==> src/logic/ics_params.svh <==
// Constants for the integrator chop sign control block.
// Assumes registers are reached by a plain address/data write-read port.
`ifndef ICS_PARAMS_SVH
`define ICS_PARAMS_SVH
`define ICS_ADDR_POL_A    8'h17
`define ICS_ADDR_POL_B    8'h1d
`define ICS_ADDR_MATH     8'h58
`define ICS_POL_RESET     16'h0000
`define ICS_MATH_RESET    16'h0000
`define ICS_POL_MSB       3
`define ICS_M12A_LSB      1
`define ICS_M34A_LSB      8
`define ICS_M12B_LSB      5
`define ICS_M34B_LSB      10
`endif

==> src/logic/ics_pkg.sv <==
// Types for the integrator chop sign control block.
// Assumes ics_params.svh is on the include path.
package ics_pkg;
    typedef struct packed {
        logic        start;   // First pulse of a new sample
        logic        valid;   // Digitised pulse result present
        logic        slot_b;  // 0 slot A, 1 slot B
        logic [19:0] data;    // Pulse result, two's complement
    } ics_pulse_t;

    typedef struct packed {
        logic        we;
        logic        re;
        logic [7:0]  addr;
        logic [15:0] wdata;
    } ics_reg_req_t;

    typedef enum logic {ICS_IDLE, ICS_ACCUM} ics_state_t;
endpackage

==> src/logic/ics_slot_acc.sv <==
// Per-slot pulse index and signed accumulation.
// Assumes pulses arrive one per valid strobe, start marks a new sample.
`timescale 1ns/1ps
`default_nettype none
module ics_slot_acc #(
    parameter int ACC_W = 27
) (
    input  wire logic               i_clk,
    input  wire logic               i_rstn,
    input  wire logic               i_ce,
    input  wire logic               i_valid,
    input  wire logic               i_start,
    input  wire logic [19:0]        i_data,
    input  wire logic [3:0]         i_pattern,
    input  wire logic [1:0]         i_m12,
    input  wire logic [1:0]         i_m34,
    output logic                    o_reversed,
    output logic [1:0]              o_index,
    output logic signed [ACC_W-1:0] o_acc
);
    import ics_pkg::*;

    logic [1:0]              next_index;
    logic [1:0]              cur_idx;
    logic                    next_reversed;
    logic signed [ACC_W-1:0] next_acc;
    logic signed [ACC_W-1:0] base;
    logic signed [ACC_W-1:0] term;
    logic                    sub;

    // Code bit 1 is the earlier pulse, bit 0 the later
    function automatic logic sign_of(input logic [1:0] idx,
                                     input logic [1:0] m12,
                                     input logic [1:0] m34);
        logic s;
        unique case (idx)
            2'h0: s = m12[1];
            2'h1: s = m12[0];
            2'h2: s = m34[1];
            2'h3: s = m34[0];
        endcase
        return s;
    endfunction

    always_comb begin
        cur_idx       = i_start ? 2'h0 : o_index;
        next_index    = o_index;
        next_reversed = o_reversed;
        next_acc      = o_acc;
        base          = i_start ? '0 : o_acc;
        term          = ACC_W'(signed'(i_data));
        sub           = sign_of(cur_idx, i_m12, i_m34);
        if (i_valid) begin
            next_reversed = i_pattern[cur_idx];
            next_index    = cur_idx + 2'h1;
            next_acc      = sub ? base - term : base + term;
        end
    end

    always_ff @(posedge i_clk) begin
        if (!i_rstn) begin
            o_index    <= 2'h0;
            o_reversed <= 1'b0;
            o_acc      <= '0;
        end else if (i_ce) begin
            o_index    <= next_index;
            o_reversed <= next_reversed;
            o_acc      <= next_acc;
        end
    end

    a_wrap_index: assert property (
        @(posedge i_clk) disable iff (!i_rstn)
        i_ce && i_valid && !i_start && o_index == 2'h3 |=> o_index == 2'h0)
        else $error("Pulse index did not wrap");
    a_start_index: assert property (
        @(posedge i_clk) disable iff (!i_rstn)
        i_ce && i_valid && i_start |=> o_index == 2'h1)
        else $error("Start did not restart index");
endmodule
`default_nettype wire

==> src/logic/ics_top.sv <==
// Integrator chop sign control: registers and both slot accumulators.
// Assumes a synchronous register port and pulse results from the ADC path.
`timescale 1ns/1ps
`default_nettype none
`include "ics_params.svh"
module ics_top #(
    parameter int ACC_W = 27
) (
    input  wire logic                i_clk,
    input  wire logic                i_rstn,
    input  wire logic                i_ce,
    input  wire ics_pkg::ics_reg_req_t i_req,
    input  wire ics_pkg::ics_pulse_t   i_pulse,
    output logic [15:0]              o_rdata,
    output logic                     o_rvalid,
    output logic                     o_reversed_a,
    output logic                     o_reversed_b,
    output logic signed [ACC_W-1:0]  o_acc_a,
    output logic signed [ACC_W-1:0]  o_acc_b
);
    import ics_pkg::*;

    // ****************************************
    // Registers
    // ****************************************
    logic [15:0] pol_a;
    logic [15:0] pol_b;
    logic [15:0] math;
    logic [15:0] next_pol_a;
    logic [15:0] next_pol_b;
    logic [15:0] next_math;
    logic [15:0] next_rdata;
    logic        next_rvalid;

    always_comb begin
        next_pol_a  = pol_a;
        next_pol_b  = pol_b;
        next_math   = math;
        next_rdata  = o_rdata;
        next_rvalid = i_req.re;
        if (i_req.we) begin
            unique case (i_req.addr)
                `ICS_ADDR_POL_A: next_pol_a = i_req.wdata;
                `ICS_ADDR_POL_B: next_pol_b = i_req.wdata;
                `ICS_ADDR_MATH:  next_math  = i_req.wdata;
                default: ;
            endcase
        end
        if (i_req.re) begin
            unique case (i_req.addr)
                `ICS_ADDR_POL_A: next_rdata = pol_a;
                `ICS_ADDR_POL_B: next_rdata = pol_b;
                `ICS_ADDR_MATH:  next_rdata = math;
                default:         next_rdata = 16'h0000;
            endcase
        end
    end

    always_ff @(posedge i_clk) begin
        if (!i_rstn) begin
            pol_a    <= `ICS_POL_RESET;
            pol_b    <= `ICS_POL_RESET;
            math     <= `ICS_MATH_RESET;
            o_rdata  <= 16'h0000;
            o_rvalid <= 1'b0;
        end else if (i_ce) begin
            pol_a    <= next_pol_a;
            pol_b    <= next_pol_b;
            math     <= next_math;
            o_rdata  <= next_rdata;
            o_rvalid <= next_rvalid;
        end
    end

    // ****************************************
    // Field decode
    // ****************************************
    logic [3:0] pattern_a;
    logic [3:0] pattern_b;
    logic [1:0] m12_a;
    logic [1:0] m34_a;
    logic [1:0] m12_b;
    logic [1:0] m34_b;

    assign pattern_a = pol_a[`ICS_POL_MSB:0];
    assign pattern_b = pol_b[`ICS_POL_MSB:0];
    // Two-bit combine code sitting at a given low bit
    function automatic logic [1:0] code_at(input logic [15:0] v,
                                           input int          lsb);
        return v[lsb +: 2];
    endfunction

    assign m12_a = code_at(math, `ICS_M12A_LSB);
    assign m34_a = code_at(math, `ICS_M34A_LSB);
    assign m12_b = code_at(math, `ICS_M12B_LSB);
    assign m34_b = code_at(math, `ICS_M34B_LSB);

    // ****************************************
    // Slot accumulators
    // ****************************************
    // Offsets and even pulse counts are software's job; not checked here
    logic valid_a;
    logic valid_b;
    assign valid_a = i_pulse.valid && !i_pulse.slot_b;
    assign valid_b = i_pulse.valid && i_pulse.slot_b;

    logic [1:0]              idx_a;
    logic [1:0]              idx_b;
    logic signed [ACC_W-1:0] pulse_term;
    // Sign-extended pulse, used only by the wrap checks below
    assign pulse_term = ACC_W'(signed'(i_pulse.data));

    ics_slot_acc #(.ACC_W(ACC_W)) u_acc_a (
        .i_clk      (i_clk),
        .i_rstn     (i_rstn),
        .i_ce       (i_ce),
        .i_valid    (valid_a),
        .i_start    (i_pulse.start),
        .i_data     (i_pulse.data),
        .i_pattern  (pattern_a),
        .i_m12      (m12_a),
        .i_m34      (m34_a),
        .o_reversed (o_reversed_a),
        .o_index    (idx_a),
        .o_acc      (o_acc_a)
    );

    ics_slot_acc #(.ACC_W(ACC_W)) u_acc_b (
        .i_clk      (i_clk),
        .i_rstn     (i_rstn),
        .i_ce       (i_ce),
        .i_valid    (valid_b),
        .i_start    (i_pulse.start),
        .i_data     (i_pulse.data),
        .i_pattern  (pattern_b),
        .i_m12      (m12_b),
        .i_m34      (m34_b),
        .o_reversed (o_reversed_b),
        .o_index    (idx_b),
        .o_acc      (o_acc_b)
    );

    // ****************************************
    // Checks
    // ****************************************
    a_first_polarity: assert property (
        @(posedge i_clk) disable iff (!i_rstn)
        i_ce && valid_a && i_pulse.start
        |=> o_reversed_a == $past(pol_a[0]))
        else $error("Slot A first pulse polarity wrong");
    a_first_pol_b: assert property (
        @(posedge i_clk) disable iff (!i_rstn)
        i_ce && valid_b && i_pulse.start
        |=> o_reversed_b == $past(pol_b[0]))
        else $error("Slot B first pulse polarity wrong");
    a_start_add: assert property (
        @(posedge i_clk) disable iff (!i_rstn)
        i_ce && valid_a && i_pulse.start && math[2] == 1'b0
        |=> o_acc_a == ACC_W'(signed'($past(i_pulse.data))))
        else $error("Slot A first pulse not added");
    a_start_sub: assert property (
        @(posedge i_clk) disable iff (!i_rstn)
        i_ce && valid_b && i_pulse.start && math[6] == 1'b1
        |=> o_acc_b == -ACC_W'(signed'($past(i_pulse.data))))
        else $error("Slot B first pulse not subtracted");
    a_hold_acc: assert property (
        @(posedge i_clk) disable iff (!i_rstn)
        !i_ce |=> $stable(o_acc_a) && $stable(o_acc_b))
        else $error("Accumulator moved with clock enable low");
    a_write_math: assert property (
        @(posedge i_clk) disable iff (!i_rstn)
        i_ce && i_req.we && i_req.addr == `ICS_ADDR_MATH
        ##1 i_ce && i_req.re && !i_req.we && i_req.addr == `ICS_ADDR_MATH
        |=> o_rvalid && o_rdata == $past(i_req.wdata, 2))
        else $error("Math control readback wrong");

    // ****************************************
    // Per-pulse checks
    // ****************************************
    // Mid-group pulses take the bit at the running index
    a_pol_mid_a: assert property (
        @(posedge i_clk) disable iff (!i_rstn)
        i_ce && valid_a && !i_pulse.start
        |=> o_reversed_a == $past(pattern_a[idx_a]))
        else $error("Slot A polarity bit not followed");
    a_pol_mid_b: assert property (
        @(posedge i_clk) disable iff (!i_rstn)
        i_ce && valid_b && !i_pulse.start
        |=> o_reversed_b == $past(pattern_b[idx_b]))
        else $error("Slot B polarity bit not followed");
    // A wrapped group reuses the first code for pulses 5, 9 and on
    a_wrap_first_a: assert property (
        @(posedge i_clk) disable iff (!i_rstn)
        i_ce && valid_a && !i_pulse.start && idx_a == 2'h0
        |=> o_acc_a == $past(m12_a[1] ? o_acc_a - pulse_term
                                      : o_acc_a + pulse_term))
        else $error("Slot A wrapped first pulse sign wrong");
    a_wrap_last_a: assert property (
        @(posedge i_clk) disable iff (!i_rstn)
        i_ce && valid_a && !i_pulse.start && idx_a == 2'h3
        |=> o_acc_a == $past(m34_a[0] ? o_acc_a - pulse_term
                                      : o_acc_a + pulse_term))
        else $error("Slot A fourth pulse sign wrong");
    a_wrap_first_b: assert property (
        @(posedge i_clk) disable iff (!i_rstn)
        i_ce && valid_b && !i_pulse.start && idx_b == 2'h0
        |=> o_acc_b == $past(m12_b[1] ? o_acc_b - pulse_term
                                      : o_acc_b + pulse_term))
        else $error("Slot B wrapped first pulse sign wrong");
    a_wrap_last_b: assert property (
        @(posedge i_clk) disable iff (!i_rstn)
        i_ce && valid_b && !i_pulse.start && idx_b == 2'h3
        |=> o_acc_b == $past(m34_b[0] ? o_acc_b - pulse_term
                                      : o_acc_b + pulse_term))
        else $error("Slot B fourth pulse sign wrong");

    // ****************************************
    // Register port, reset and hold checks, and covers
    // ****************************************
    a_unmapped_read: assert property (
        @(posedge i_clk) disable iff (!i_rstn)
        i_ce && i_req.re
        && !(i_req.addr inside {`ICS_ADDR_POL_A, `ICS_ADDR_POL_B,
                                `ICS_ADDR_MATH})
        |=> o_rdata == 16'h0000)
        else $error("Unmapped read did not return zero");
    a_rvalid_single: assert property (
        @(posedge i_clk) disable iff (!i_rstn)
        i_ce && !i_req.re |=> !o_rvalid)
        else $error("Read valid without a read");
    // Reset wins over a low clock enable
    a_reset_clear: assert property (
        @(posedge i_clk)
        !i_rstn |=> o_acc_a == '0 && o_acc_b == '0 && o_rdata == 16'h0000
                    && !o_rvalid && !o_reversed_a && !o_reversed_b)
        else $error("Outputs not cleared by reset");
    a_hold_flags: assert property (
        @(posedge i_clk) disable iff (!i_rstn)
        !i_ce |=> $stable(o_reversed_a) && $stable(o_reversed_b)
                  && $stable(o_rdata))
        else $error("Flags moved with clock enable low");

    c_sample_a: cover property (@(posedge i_clk) disable iff (!i_rstn)
        valid_a && i_pulse.start ##2 valid_a ##2 valid_a ##2 valid_a);
    c_sample_b: cover property (@(posedge i_clk) disable iff (!i_rstn)
        valid_b && i_pulse.start ##2 valid_b);
    c_reversed: cover property (@(posedge i_clk) disable iff (!i_rstn)
        o_reversed_a && o_reversed_b);
    c_group_wrap: cover property (@(posedge i_clk) disable iff (!i_rstn)
        valid_a && !i_pulse.start && idx_a == 2'h0);
    c_write_read: cover property (@(posedge i_clk) disable iff (!i_rstn)
        i_req.we ##1 i_req.re && !i_req.we);
endmodule
`default_nettype wire

==> config.mk <==
export PLATFORM = sky130hd
export DESIGN_NAME = ics_top
export DESIGN_NICKNAME = d
export VERILOG_FILES = /design/src/logic/ics_pkg.sv /design/src/logic/ics_slot_acc.sv /design/src/logic/ics_top.sv
export VERILOG_INCLUDE_DIRS = /design/src /design/src/logic
export SDC_FILE = /design/constraint.sdc
export NUM_CORES = 1
export LEC_CHECK = 0
export BUFFER_PORTS_ARGS = -buffer_cell sky130_fd_sc_hd__buf_4
export CAP_MARGIN = 30
export CORE_MARGIN = 2
export CORE_UTILIZATION = 58
export CTS_BUF_LIST = sky130_fd_sc_hd__clkbuf_8
export DETAILED_ROUTE_END_ITERATION = 8
export GPL_TIMING_DRIVEN = 1
export PLACE_DENSITY_LB_ADDON = 0.08
export SYNTH_ARGS = -nofsm -noshare
export SYNTH_HDL_FRONTEND = slang
export SYNTH_SLANG_ARGS = --single-unit
==> constraint.sdc <==
create_clock -name i_clk -period 7.8 [get_ports i_clk]
set_input_delay 0.39 -clock i_clk [delete_from_list [all_inputs] [get_ports i_clk]]
set_output_delay 0.39 -clock i_clk [all_outputs]
set_load 0.02 [all_outputs]
==> results.txt, run 1 <==
* Result of the run: finished, final reports clean
* Chain of cells forming the critical path: mux2_2 -> a221oi_2 -> mux2i_1 -> ha_1 -> nor2b_1 -> o21ai_0 -> a21boi_0 -> o21ai_0 -> a2111oi_0 -> o21ai_0 -> o221ai_1 -> nand4b_1 -> o211ai_1
- Post-Syn Area per Cell: 7.49 um^2
* Number of violations reported at the end of detailed-routing iteration 0: between 700 and 800
- The die covers 16,000 um^2.
- Number of top-level pins: 125
- Clock latency at the later pin of the worst-skew pair: 0.47 ns
- ANT nets after route: 0
- For this run, the number of Yosys warnings is 0.
- Vias in the first global route: just over 8k
- Final critical-path required period: 4.63 ns
* Flip-flop cell with the highest count after synthesis: sky130_fd_sc_hd__dfxtp_1
- Leakage component of the power: between 4 and 5 nW
* Kind of start point of the critical path: register
- After clock tree synthesis, the setup repair step added 0 buffers.
- Count of flip-flops with a built-in enable after synthesis: 0
- The number of buffers and inverters on the critical path is 0.
- Of the cells placed in the final design, the portion with a size suffix greater than 1 is 15.0%.
- Final clock period utilization by the worst path: 59.3%
- The number of nets in the synthesized netlist is 1,266.
- Clock sink total: 125
- The count of buffers added on input and output ports is ~120.
- TritonCTS built the clock tree.
- Final hold analysis gives a worst-case slack of 0.178 ns.
* DR vias/cell: approximately 6.0
- Routability-driven placement finished with a final weighted congestion of 0.920.
* P_sw: 0.466 mW
- After floorplanning, the core was sized to cover 14,600 um^2.
- Crit path arrival time: roughly 5.0 ns
- Cell repeated most along the worst path: sky130_fd_sc_hd__o21ai_0
* Gate family responsible for the most delay along the worst path: compound AO/OA/AOI/OAI gates
- Initial antenna violation count: 0
* Fmax: 216 MHz
- The setup check on the worst reg-to-reg path leaves a slack of roughly 3.2 ns.
- Across every metal layer, demand over resource in global routing totals 29.4%.
- At the pin with the least slew margin, the transition time is 0.782 ns.
- Core Rows: 44
- Global-route wire length before repair: 38,500 um
- Synthesis-to-layout area growth: 15.3%
- Detailed placement ended at an HPWL of about 17,000 um.
* Overall overflow remaining after global route: 0
- Buffers inserted during clock tree synthesis total 17.
* Post-layout net count: 1,347
- Post-cts gate resize count: 0
- The largest single stage delay on the critical path is 0.66 ns.
- Diodes inserted: 0
- After synthesis, flip-flops and latches occupy 28.8% of the total area.
- The tool flagged a number of max-cap violations equal to 0.
- Number of slew-limit violations in the final report: 0
* Pre-Repair DR Iteration Count: 6
* Starting utilization of the core area: 59.5%
- Total wirelength of the detailed-routed design: 23,600 um
- Skew final: 0.0157 ns
- Post-detailed-route wirelength per cell: 16.4 um
* Classification of the worst-slack hold path: input pin to register
* Peak supply drop: 0.151 mV
- Via count: 8,620
* Clock tree buffer depth: 2
* RSZ-0062 raised after global routing: false
* Internal Power: 1.00 mW
- Entering global routing, the biggest net connects 74 pins.
- In this run the number of H-tree levels came out at 4.
- Commonest non-fill, non-tap cells in the layout: sky130_fd_sc_hd__nand2_1 (196), sky130_fd_sc_hd__a21oi_1 (145), sky130_fd_sc_hd__buf_4 (131)
* Category of the worst setup path capture point: register
- In this run the horizontal extent of the chip is 126 um.
* Fillcell total: between 1k and 1.5k
- Number of distinct standard cells referenced by the synthesized netlist: 72
- Category of the critical setup timing path: register to register
- After synthesis the netlist holds a flip-flop and latch count of 125.
- Max Fanout on Critical Path: 11
* Leading cell type in the layout, fill and taps excluded: sky130_fd_sc_hd__nand2_1
- Worst slew margin: a little under half
* Switching share of total power: between 30% and 40%
* Total standard cell area after synthesis: 8680 um^2
- Die Ht: 126 um
- The number of hold buffers added after CTS was 0.
- After clock tree synthesis, the clock-pin slew on the worst setup and hold paths is ~0.09 ns.
- Share of flip-flops with an asynchronous set or reset after synthesis: 0%
- Crit-path slowest cell: sky130_fd_sc_hd__a221oi_2
* Residual DRC: 0
- The number of failing hold endpoints at the final stage was 0.
* Power density over the cells: between 100 and 150 nW/um^2
* Root buffer cell: sky130_fd_sc_hd__clkbuf_8
- Number of instances in the synthesized netlist: approximately 1.2k
- In this run, the clock network consumes 36.7% of the power.
* Req. time, crit path: 8.14 ns
* Logic pwr share: 18.1%
- Setup violation total in the final timing report: 0
* Total Neg Setup Slack: 0 ns
- Sequential cells burn 45.2% of the power.
==> flip-flops by register name, indices dropped and copies added, names as in the netlist <==
signal,count
u_acc_a.o_reversed,1
o_rdata,16
u_acc_a.o_index,2
math,16
u_acc_b.o_index,2
u_acc_b.o_reversed,1
u_acc_a.o_acc,27
u_acc_b.o_acc,27
o_rvalid,1
pol_b,16
pol_a,16
==> through the flow <==
stage                     area (um^2)  total power, mW  cells  util, %  setup WS (ns)
after detailed placement         9640            0.940   1405     66.1           2.85
final                           10000             1.47   1437     68.6           3.17
after floorplan                  8680            0.849   1159        -           3.60
after global placement           9620            0.937   1403     65.9           2.92
after CTS                       10000             1.47   1437     68.6           3.22
after global routing            10000             1.53   1437     68.6           2.83
==> worst reg2reg max path, delay by kind of cell (launching register included) <==
kind | cells | cell delay [ns]
AO/OA/AOI/OAI | 8 | 2.68
multiplexers | 2 | 0.78
flip-flops | 1 | 0.48
adder cells (fa/ha/maj) | 1 | 0.28
AND/OR/NAND/NOR | 2 | 0.27
==> Yosys cell counts, types with 6 or more instances <==
| cell type | number | area, um^2 |
|---|---|---|
| sky130_fd_sc_hd__nand2_1 | 196 | 736 |
| sky130_fd_sc_hd__a21oi_1 | 145 | 726 |
| sky130_fd_sc_hd__dfxtp_1 | 125 | 2500 |
| sky130_fd_sc_hd__nor2_1 | 93 | 349 |
| sky130_fd_sc_hd__clkbuf_1 | 61 | 229 |
| sky130_fd_sc_hd__nor2b_1 | 59 | 369 |
| sky130_fd_sc_hd__ha_1 | 53 | 663 |
| sky130_fd_sc_hd__o21ai_0 | 44 | 220 |
| sky130_fd_sc_hd__nand3_1 | 40 | 200 |
| sky130_fd_sc_hd__a21o_1 | 37 | 278 |
| sky130_fd_sc_hd__xnor2_1 | 36 | 315 |
| sky130_fd_sc_hd__xor2_1 | 29 | 254 |
| sky130_fd_sc_hd__inv_1 | 25 | 93.8 |
| sky130_fd_sc_hd__nor3_1 | 19 | 95.1 |
| sky130_fd_sc_hd__a222oi_1 | 16 | 160 |
| sky130_fd_sc_hd__nand2b_1 | 14 | 87.6 |
| sky130_fd_sc_hd__o211ai_1 | 12 | 90.1 |
| sky130_fd_sc_hd__a211oi_1 | 10 | 75.1 |
| sky130_fd_sc_hd__or3_1 | 8 | 50.1 |
| sky130_fd_sc_hd__mux2i_1 | 7 | 70.1 |
| sky130_fd_sc_hd__nand3b_1 | 7 | 52.6 |
| sky130_fd_sc_hd__o21bai_1 | 7 | 52.6 |
| sky130_fd_sc_hd__and3_1 | 6 | 37.5 |
==> cell families (layout without fill, tap and decap cells) <==
group / after synthesis / count (layout) / share of synthesized area [%]
fa+ha+maj: 55 / 55 / 8.10
mux: 12 / 12 / 1.46
flops: 125 / 125 / 28.8
simple gates: 474 / 474 / 26.0
compound gates: 331 / 331 / 24.7
buf+inv: 97 / 191 / 4.40
xor+xnor: 65 / 65 / 6.56
==> layer usage <==
layer  track usage (%)  wire length [um]  vias up
li1                  -                 -     4269
met4              14.7               882        0
met2              49.8             11400      289
met3              5.23              1270       64
met1              36.1             10100     3998
met5                 0                 0        -
==> power by group through the flow <==
stage / sequential [mW] / combinational [mW] / clock, mW
floorplan: 0.690 / 0.159 / 0
global placement: 0.678 / 0.259 / 0
detailed placement: 0.678 / 0.262 / 0
CTS: 0.663 / 0.263 / 0.545
global route: 0.665 / 0.290 / 0.573
finish: 0.663 / 0.265 / 0.538
==> path summary, 6_finish.rpt <==
| path | start | end | cells past startpoint |
|---|---|---|---|
| min | i_req[13] | pol_b[13] | 3 |
| min reg2reg | pol_b[11] | pol_b[11] | 2 |
| max | u_acc_b.o_index[1] | u_acc_b.o_acc[25] | 13 |
| max reg2reg | u_acc_b.o_index[1] | u_acc_b.o_acc[25] | 13 |
==> final cells by class <==
class / instances / area [um^2] / share of cell area [%]
clock inverters: 13 / 103 / 1.03
inverters: 26 / 98.8 / 0.988
multi-input cells: 937 / 5800 / 58.0
clock buffers: 19 / 262 / 2.61
flip-flops and latches: 125 / 2500 / 25.0
well taps: 184 / 230 / 2.30
repair buffers: 133 / 1010 / 10.1
(Power assumes the default switching activity.)
==> run 2, diff against run 1 <==
==> constraint.sdc (replaced) <==
create_clock -name i_clk -period 4.8 [get_ports i_clk]
set_input_delay 0.24 -clock i_clk [delete_from_list [all_inputs] [get_ports i_clk]]
set_output_delay 0.24 -clock i_clk [all_outputs]
set_load 0.02 [all_outputs]
==> run 2 against run 1 <==
The run now ends with DRC left. Clock power grew 72%. Routed wire length is 1.1% higher. Core utilization up 0.41 points. Via count is 1.5% higher. Highest routed layer unchanged. Flip-flop and latch count is the same.
==> results.txt, run 2 (synthesized netlist as in run 1, its figures left out) <==
- Commonest non-fill, non-tap cells in the layout: sky130_fd_sc_hd__nand2_1 (196), sky130_fd_sc_hd__a21oi_1 (145), sky130_fd_sc_hd__buf_4 (137)
- After clock tree synthesis, the repair step resized 0 gates.
- Final clock period utilization by the worst path: 90.9%
* Final RePlAce weighted congestion: 0.954
- Skew final: ~0.013 ns
* Slack of the worst reg-to-reg path: 0.44 ns
- Clock tree buffer depth: 2
- The die covers 16,000 um^2.
- The critical path is of the register to register type.
* Standard cell core area: 14,600 um^2
- CTS hold repair buffers: 0
- The initial antenna violation count was 0.
* Leakage component of the power: 4.38 nW
- In this run the remaining antenna-violating nets after routing total 0.
- Overall die width: 126 um
* Peak supply drop: between 0.3 and 0.4 mV
- Overall overflow remaining after global route: 0
- Global-route wire length before repair: 38,800 um
- RSZ-0062 raised after global routing: false
- After detailed routing, the average wire length per cell comes to 16.6 um.
* Fillcell total: 1,342
* Synthesis-to-layout area growth: 16.0%
- Vias in the first global route: 8,199
* Post-layout net count: ~1.4k
- Reg-to-Reg Start: u_acc_b.o_index[1]
* Total Neg Setup Slack: 0 ns
* Via count: 8,746
* Result of the run: finished, violations left
- Pre-Repair DR Iteration Count: 9
- Worst slew margin: 31.0%
- The largest registers in the layout are u_acc_a.o_acc: 27 flops, u_acc_b.o_acc: 27 flops.
* Cell repeated most along the worst path: sky130_fd_sc_hd__a21o_1
- With fillers left out, the area of the finished cells amounts to just over 10,000 um^2.
* Hold path startpoint: i_req[7]
- CTS tree: built
* I/O Buffers: 124
- Wires add up to 23,900 um.
- Instance count after placement with tap cells included: ~1.4k
- Chain of cells forming the critical path: mux2_2 -> a221o_1 -> nor2_1 -> xnor2_1 -> ha_1 -> a21o_1 -> a21o_1 -> a211oi_4 -> nor4_1 -> o311a_1 -> a41o_1 -> mux2i_1 -> or3_2 -> o311ai_2
- Kind of start point of the critical path: register
- Leading cell type in the layout, fill and taps excluded: sky130_fd_sc_hd__nand2_1
- The tightest hold path in the finished design has a slack of 0.0265 ns.
- Derived from the worst setup path, the maximum achievable clock frequency is 229 MHz.
* Timing startpoint of the critical path: u_acc_b.o_index[1]
- Final critical-path required period: 4.36 ns
* Level count of the clock H-tree: 4
* DR vias/cell: 6.07
- Entering global routing, the biggest net connects 50 pins.
* Capture point of the worst path: u_acc_b.o_acc[26]
- Max Fanout on Critical Path: 12
* Classification of the worst-slack hold path: input pin to register
- Clock sink total: 125
- Crit path arrival time: 4.74 ns
- Across the run, the number of max-cap violations was 0.
* Worst setup slack before clock tree synthesis: 0.383 ns
- At the worst endpoint, the required time is 5.17 ns.
- The number of failing hold endpoints at the final stage is 0.
- Category of the worst setup path capture point: register
- Measured in cells, the most critical reg-to-reg path has a length of 14.
- Buffers inserted during clock tree synthesis total 17.
- GR Util All Layers: 29.6%
- For the pin with the worst max-slew slack, the measured transition is 1.03 ns.
- In the routed design, unresolved DRC markers number 1.
* Worst reg2reg endpoint: u_acc_b.o_acc[26]
- The final reports fail on DRC.
- The first routing iteration left a little over 700 violations.
* Max incr delay on CP: 0.50 ns
* Core Rows: 44
- Number of slew-limit violations in the final report: 0
- Root buffer cell: sky130_fd_sc_hd__clkbuf_8
- Detailed placement ended at an HPWL of 17,500 um.
- Share of cells above drive strength 1: 15.3%
- Setup bufs post-CTS: 0
- Once routing completed, OpenROAD measured the worst setup slack at approximately 0.44 ns.
- The initial utilization of the core area, before any placement, comes to between 50 and 60%.
- Dividing total power by cell area gives a power density of ~240 nW/um^2.
* CTS clk-pin slew, worst paths: about 0.09 ns
- 0 antenna diodes ended up in the layout.
- The largest individual stage delay along the critical path comes from the cell sky130_fd_sc_hd__a221o_1.
- The later pin in the worst-skew pair is clocked with a latency of ~0.46 ns.
* Cell area reported after detailed placement: 9680 um^2
- Setup violation total in the final timing report: 0
- Number of top-level pins: 125
- Die Ht: about 130 um
* Number of standard cells in the final layout excluding fillers: 1,442
==> run 2: critical path, delay by kind of cell, from the launching register on <==
kind / cells / cell delay, ns
simple gates: 3 / 0.79
compound gates: 7 / 2.02
mux: 2 / 0.53
xor+xnor: 1 / 0.16
fa+ha+maj: 1 / 0.30
flops: 1 / 0.47
==> run 2: where the power goes <==
group	internal, mW	total [mW]	leakage (nW)	switching (mW)
combinational	0.178	0.436	3.17	0.258
sequential	1.06	1.08	1.01	0.0192
clock	0.428	0.927	0.198	0.499
total	1.66	2.44	4.38	0.776
==> run 2: worst min path at each step <==
stage,end,depth (start not counted)
2_1_floorplan,math[0],2
3_5_place_dp,pol_b[4],2
4_1_cts,math[7],3
6_report,math[7],3
3_3_place_gp,pol_b[14],2
5_1_grt,pol_b[9],3
==> run 2: cell type report <==
class	instances	area, um^2	area share (%)
clock buffer	17	234	2.32
clock inverter	15	151	1.50
inverter	26	98.8	0.982
multi-input combinational	937	5800	57.6
sequential	125	2500	24.9
tap	184	230	2.29
timing repair buffer	138	1050	10.4
==> run 2: through the flow <==
| step | utilization (%) | power [mW] |
|---|---|---|
| 2_1_floorplan | - | 1.38 |
| 3_3_place_gp | 66.2 | 1.52 |
| 3_5_place_dp | 66.4 | 1.53 |
| 4_1_cts | 69.0 | 2.45 |
| 5_1_grt | 69.0 | 2.54 |
| 6_report | 69.0 | 2.44 |
==> run 2: layer usage <==
layer / GRT usage (%) / wire (um)
met1: 36.7 / 10200
met2: 51.3 / 11700
met3: 5.23 / 1330
met4: 11.8 / 655
met5: 0 / 0
==> run 3, diff against run 2 <==
--- a/config.mk
+++ b/config.mk
@@ -6,8 +6,8 @@
 export SDC_FILE = /design/constraint.sdc
 export NUM_CORES = 1
 export LEC_CHECK = 0
+export ABC_AREA = 1
 export BUFFER_PORTS_ARGS = -buffer_cell sky130_fd_sc_hd__buf_4
-export CAP_MARGIN = 30
 export CORE_MARGIN = 2
 export CORE_UTILIZATION = 58
 export CTS_BUF_LIST = sky130_fd_sc_hd__clkbuf_8
==> run 3 against run 2 <==
Largest power group unchanged. Clock power increased by 7.6%. Critical path type is now input pin to register. Routed wire length is 18% higher. Cell area rose by 10%. Clock skew grew 0.0049 ns. Setup slack improved by 0.95 ns. The run now ends clean. First-iteration DRC count rose by 3.9%. Area after synthesis up 11%. Fmax grew 28%.
==> results.txt, run 3 <==
- Setup bufs post-CTS: 0
- Fmax: 293 MHz
- By area the synthesized netlist is led by sky130_fd_sc_hd__dfxtp_1 (26%), sky130_fd_sc_hd__nand2_1 (17%), sky130_fd_sc_hd__inv_1 (9.4%), sky130_fd_sc_hd__a21oi_1 (9.2%), sky130_fd_sc_hd__ha_1 (6.9%).
- The internal power of the cells totals 1.77 mW.
- In this run, synthesis produced a sequential element count of 125.
* CTS clk-pin slew, worst paths: 0.09 ns
- Post-Syn Area per Cell: 6.00 um^2
- The floorplan has 47 rows.
* Leading cell type by number of instances after synthesis: sky130_fd_sc_hd__nand2_1
- DR vias/cell: 5.40
- After synthesis, the largest family of logic cells by area is simple AND/OR/NAND/NOR gates.
- The area growth from synthesis to layout is 14.5%.
* Post-layout util: 67.2%
* Total Neg Setup Slack: 0 ns
* Diodes inserted: 0
- Biggest area consumer among synthesized cells: sky130_fd_sc_hd__dfxtp_1
- After synthesis, the share of flip-flops with an asynchronous set or reset is 0%.
- The first global-routing pass estimated 45,900 um of wire.
- Routability-driven placement finished with a final weighted congestion of 1.03.
* Final clock period utilization by the worst path: 71.2%
* Peak supply drop: 0.235 mV
- The tree built by TritonCTS fans out to 125 sinks.
- Sequential cells were found to cover 25.9% of the synthesized design area.
- TritonCTS created 17 clock buffers.
- The clock network burns between 30 and 40% of the power.
- Share of Yosys cell area claimed by the top area cell type: around a quarter
* RSZ-0062 raised after global routing: false
* Power density over the cells: 248 nW/um^2
* Pin count of the biggest net entering global routing: 49
* Kind of start point of the critical path: input pin
- Via count: between 10k and 15k
- P_sw: 0.978 mW
- Of the total synthesized cell area, the portion taken by XOR and XNOR cells is 3.81%.
- The clock period could shrink to 3.42 ns.
- Mux contribution to synthesized area: 0%
- When the netlist entered floorplanning its net count stood at around 1.7k.
* Leakage component of the power: 5.64 nW
- TritonCTS built the clock tree.
- Timing startpoint of the critical path: i_pulse[22]
- Summing the areas of all and, or, nand and nor instances in the mapped netlist gives around a third of the synthesized area.
- Synth warnings: 0
- The largest registers in the layout are u_acc_a.o_acc: 27 flops, u_acc_b.o_acc: 27 flops.
* Sequential share of power: 39.4%
- Initial antenna violation count: 0
* Die Ht: 133 um
- Total wirelength of the detailed-routed design: 28,300 um
- The top cell types in the final layout, fill and taps aside, are sky130_fd_sc_hd__nand2_1 (431), sky130_fd_sc_hd__inv_1 (241), sky130_fd_sc_hd__a21oi_1 (178).
- Post-detailed-route wirelength per cell: 14.6 um
* Number of distinct standard cells referenced by the synthesized netlist: 40
* Reg-to-Reg Start: u_acc_b.o_index[1]
- Req. time, crit path: between 5 and 6 ns
- For this run the aggregate overflow at the end of global routing stands at 0.
* Compound-gate portion of the synthesized area: 17.7%
- The count of cells in the finished layout, fillers not included, comes to 1,936.
- Number of top-level pins: 125
- Overall die width: ~130 um
* Hold path startpoint: i_req[11]
- The tree is rooted in a sky130_fd_sc_hd__clkbuf_8.
* Result of the run: finished, final reports clean
- Number of slew-limit violations in the final report: 0
* Count of flip-flops with a built-in enable after synthesis: 0
* Share of cells above drive strength 1: between 10% and 20%
- The number of failing hold endpoints at the final stage is 0.
- Post-cts gate resize count: 0
- The floorplan step defined a die boundary enclosing 17,700 um^2.
- The clock passes through at most 2 buffers.
* Post-layout net count: between 1.5k and 2k
- Total standard cell area after synthesis: about 9700 um^2
- Of the total synthesized cell area, the portion taken by full adders, half adders and majority gates is 7.27%.
- Worst Max-Slew Pin Slew: ~1.1 ns
* Slack of the worst reg-to-reg path: 1.41 ns
- Level count of the clock H-tree: 4
- Between clock sinks in the finished design, the worst skew comes to 0.0175 ns.
- For this block, the initial DRC count from the detailed router was 737.
* I/O Buffers: 124
- Switching share of total power: between 30 and 40%
- Standard cell core area: ~16,000 um^2
* Classification of the worst-slack hold path: input pin to register
* Instance count after placement with tap cells included: 1,904
- The critical path in this run is classified as input pin to register.
- Category of the worst setup path capture point: register
- Before antenna repair, the detailed router went through 6 iterations.
- Crit path arrival time: 3.79 ns
* Detailed placement HPWL: 21,800 um
- Flip-flop cell with the highest count after synthesis: sky130_fd_sc_hd__dfxtp_1
* Number of instances in the synthesized netlist: between 1.5k and 2k
- Along the worst path, the maximum fanout reaches 39.
- Across the run, the number of max-cap violations was 0.
* Logic pwr share: 24.3%
- Measured against its own limit, the worst slew margin works out to 28.3%.
- The later pin in the worst-skew pair is clocked with a latency of 0.47 ns.
- Setup violations remaining at the end of the flow were counted as 0.
- Residual DRC: 0
- GR Util All Layers: 31.9%
- CTS hold repair buffers: 0
* Leading cell types by count after synthesis: sky130_fd_sc_hd__nand2_1 (431), sky130_fd_sc_hd__inv_1 (241), sky130_fd_sc_hd__a21oi_1 (178)
- The detail route stage leaves a number of antenna-violating nets equal to 0.
* Vias in the first global route: approximately 9.6k
- The library cell used most frequently in the layout, excluding fill and tap cells, is sky130_fd_sc_hd__nand2_1.
- Starting utilization of the core area: 58.7%
==> run 3: routing by layer <==
metal	GRT usage, %	part of all wire (%)	up-vias
met4	14.8	4.0	0
met2	53.6	46	373
met3	4.91	6.3	81
met5	0	0	-
li1	-	-	5345
met1	40.4	44	4663
==> run 3: power groups by stage <==
stage | Sequential [mW] | Combinational, mW | Clock, mW
floorplan | 1.14 | 0.422 | 0
global placement | 1.11 | 0.652 | 0
detailed placement | 1.11 | 0.656 | 0
CTS | 1.08 | 0.659 | 1.01
global route | 1.09 | 0.742 | 1.04
finish | 1.08 | 0.667 | 0.997
==> run 3: layout make-up <==
class,instances,area [um^2]
multi-input combinational,1178,5970
fill,1626,5400
sequential,125,2500
timing repair buffer,129,968
inverter,252,946
tap,220,275
clock buffer,17,234
clock inverter,15,173
==> run 3: path summary, 6_finish.rpt <==
kind                                           to  cells past startpoint
worst max register to register  u_acc_b.o_acc[13]                     18
worst min register to register           math[14]                      2
worst min-delay path                    pol_b[11]                      3
worst max-delay path            u_acc_b.o_acc[13]                     20
==> run 3: critical path, cell delays in order <==
cell and delay, ns:
sky130_fd_sc_hd__buf_4 0.33, sky130_fd_sc_hd__buf_4 0.43, sky130_fd_sc_hd__nor2_8 0.08, sky130_fd_sc_hd__nand3_1 0.10, sky130_fd_sc_hd__nand3_2 0.10, sky130_fd_sc_hd__nand2_2 0.52
sky130_fd_sc_hd__o21ai_0 0.17, sky130_fd_sc_hd__ha_1 0.39, sky130_fd_sc_hd__a21oi_1 0.22, sky130_fd_sc_hd__nand2_1 0.18, sky130_fd_sc_hd__nand2_1 0.09, sky130_fd_sc_hd__nand2_1 0.16
sky130_fd_sc_hd__nand2_1 0.10, sky130_fd_sc_hd__nand2_1 0.14, sky130_fd_sc_hd__nand2_1 0.09, sky130_fd_sc_hd__nand2_1 0.07, sky130_fd_sc_hd__nand2_1 0.06, sky130_fd_sc_hd__nand2_1 0.04
sky130_fd_sc_hd__o21ai_0 0.17, sky130_fd_sc_hd__inv_1 0.05
==> run 3: cells by family after synthesis <==
kind of cell             count (synthesis)
adder cells (fa/ha/maj)                 55
AND/OR/NAND/NOR                        751
XOR/XNOR                                42
flip-flops                             125
AO/OA/AOI/OAI                          330
buffers and inverters                  307
==> run 3: through the flow <==
step | total power [mW] | instance area [um^2] | setup slack, ns | hold slack, ns
after detailed placement | 1.76 | 10700 | 1.02 | 0.437
final | 2.75 | 11100 | 1.38 | 0.0481
after global placement | 1.76 | 10700 | 1.06 | 0.432
after CTS | 2.75 | 11100 | 1.50 | 0.0331
after floorplan | 1.56 | 9670 | 2.08 | 0.387
after global routing | 2.87 | 11100 | 1.12 | 0.0456
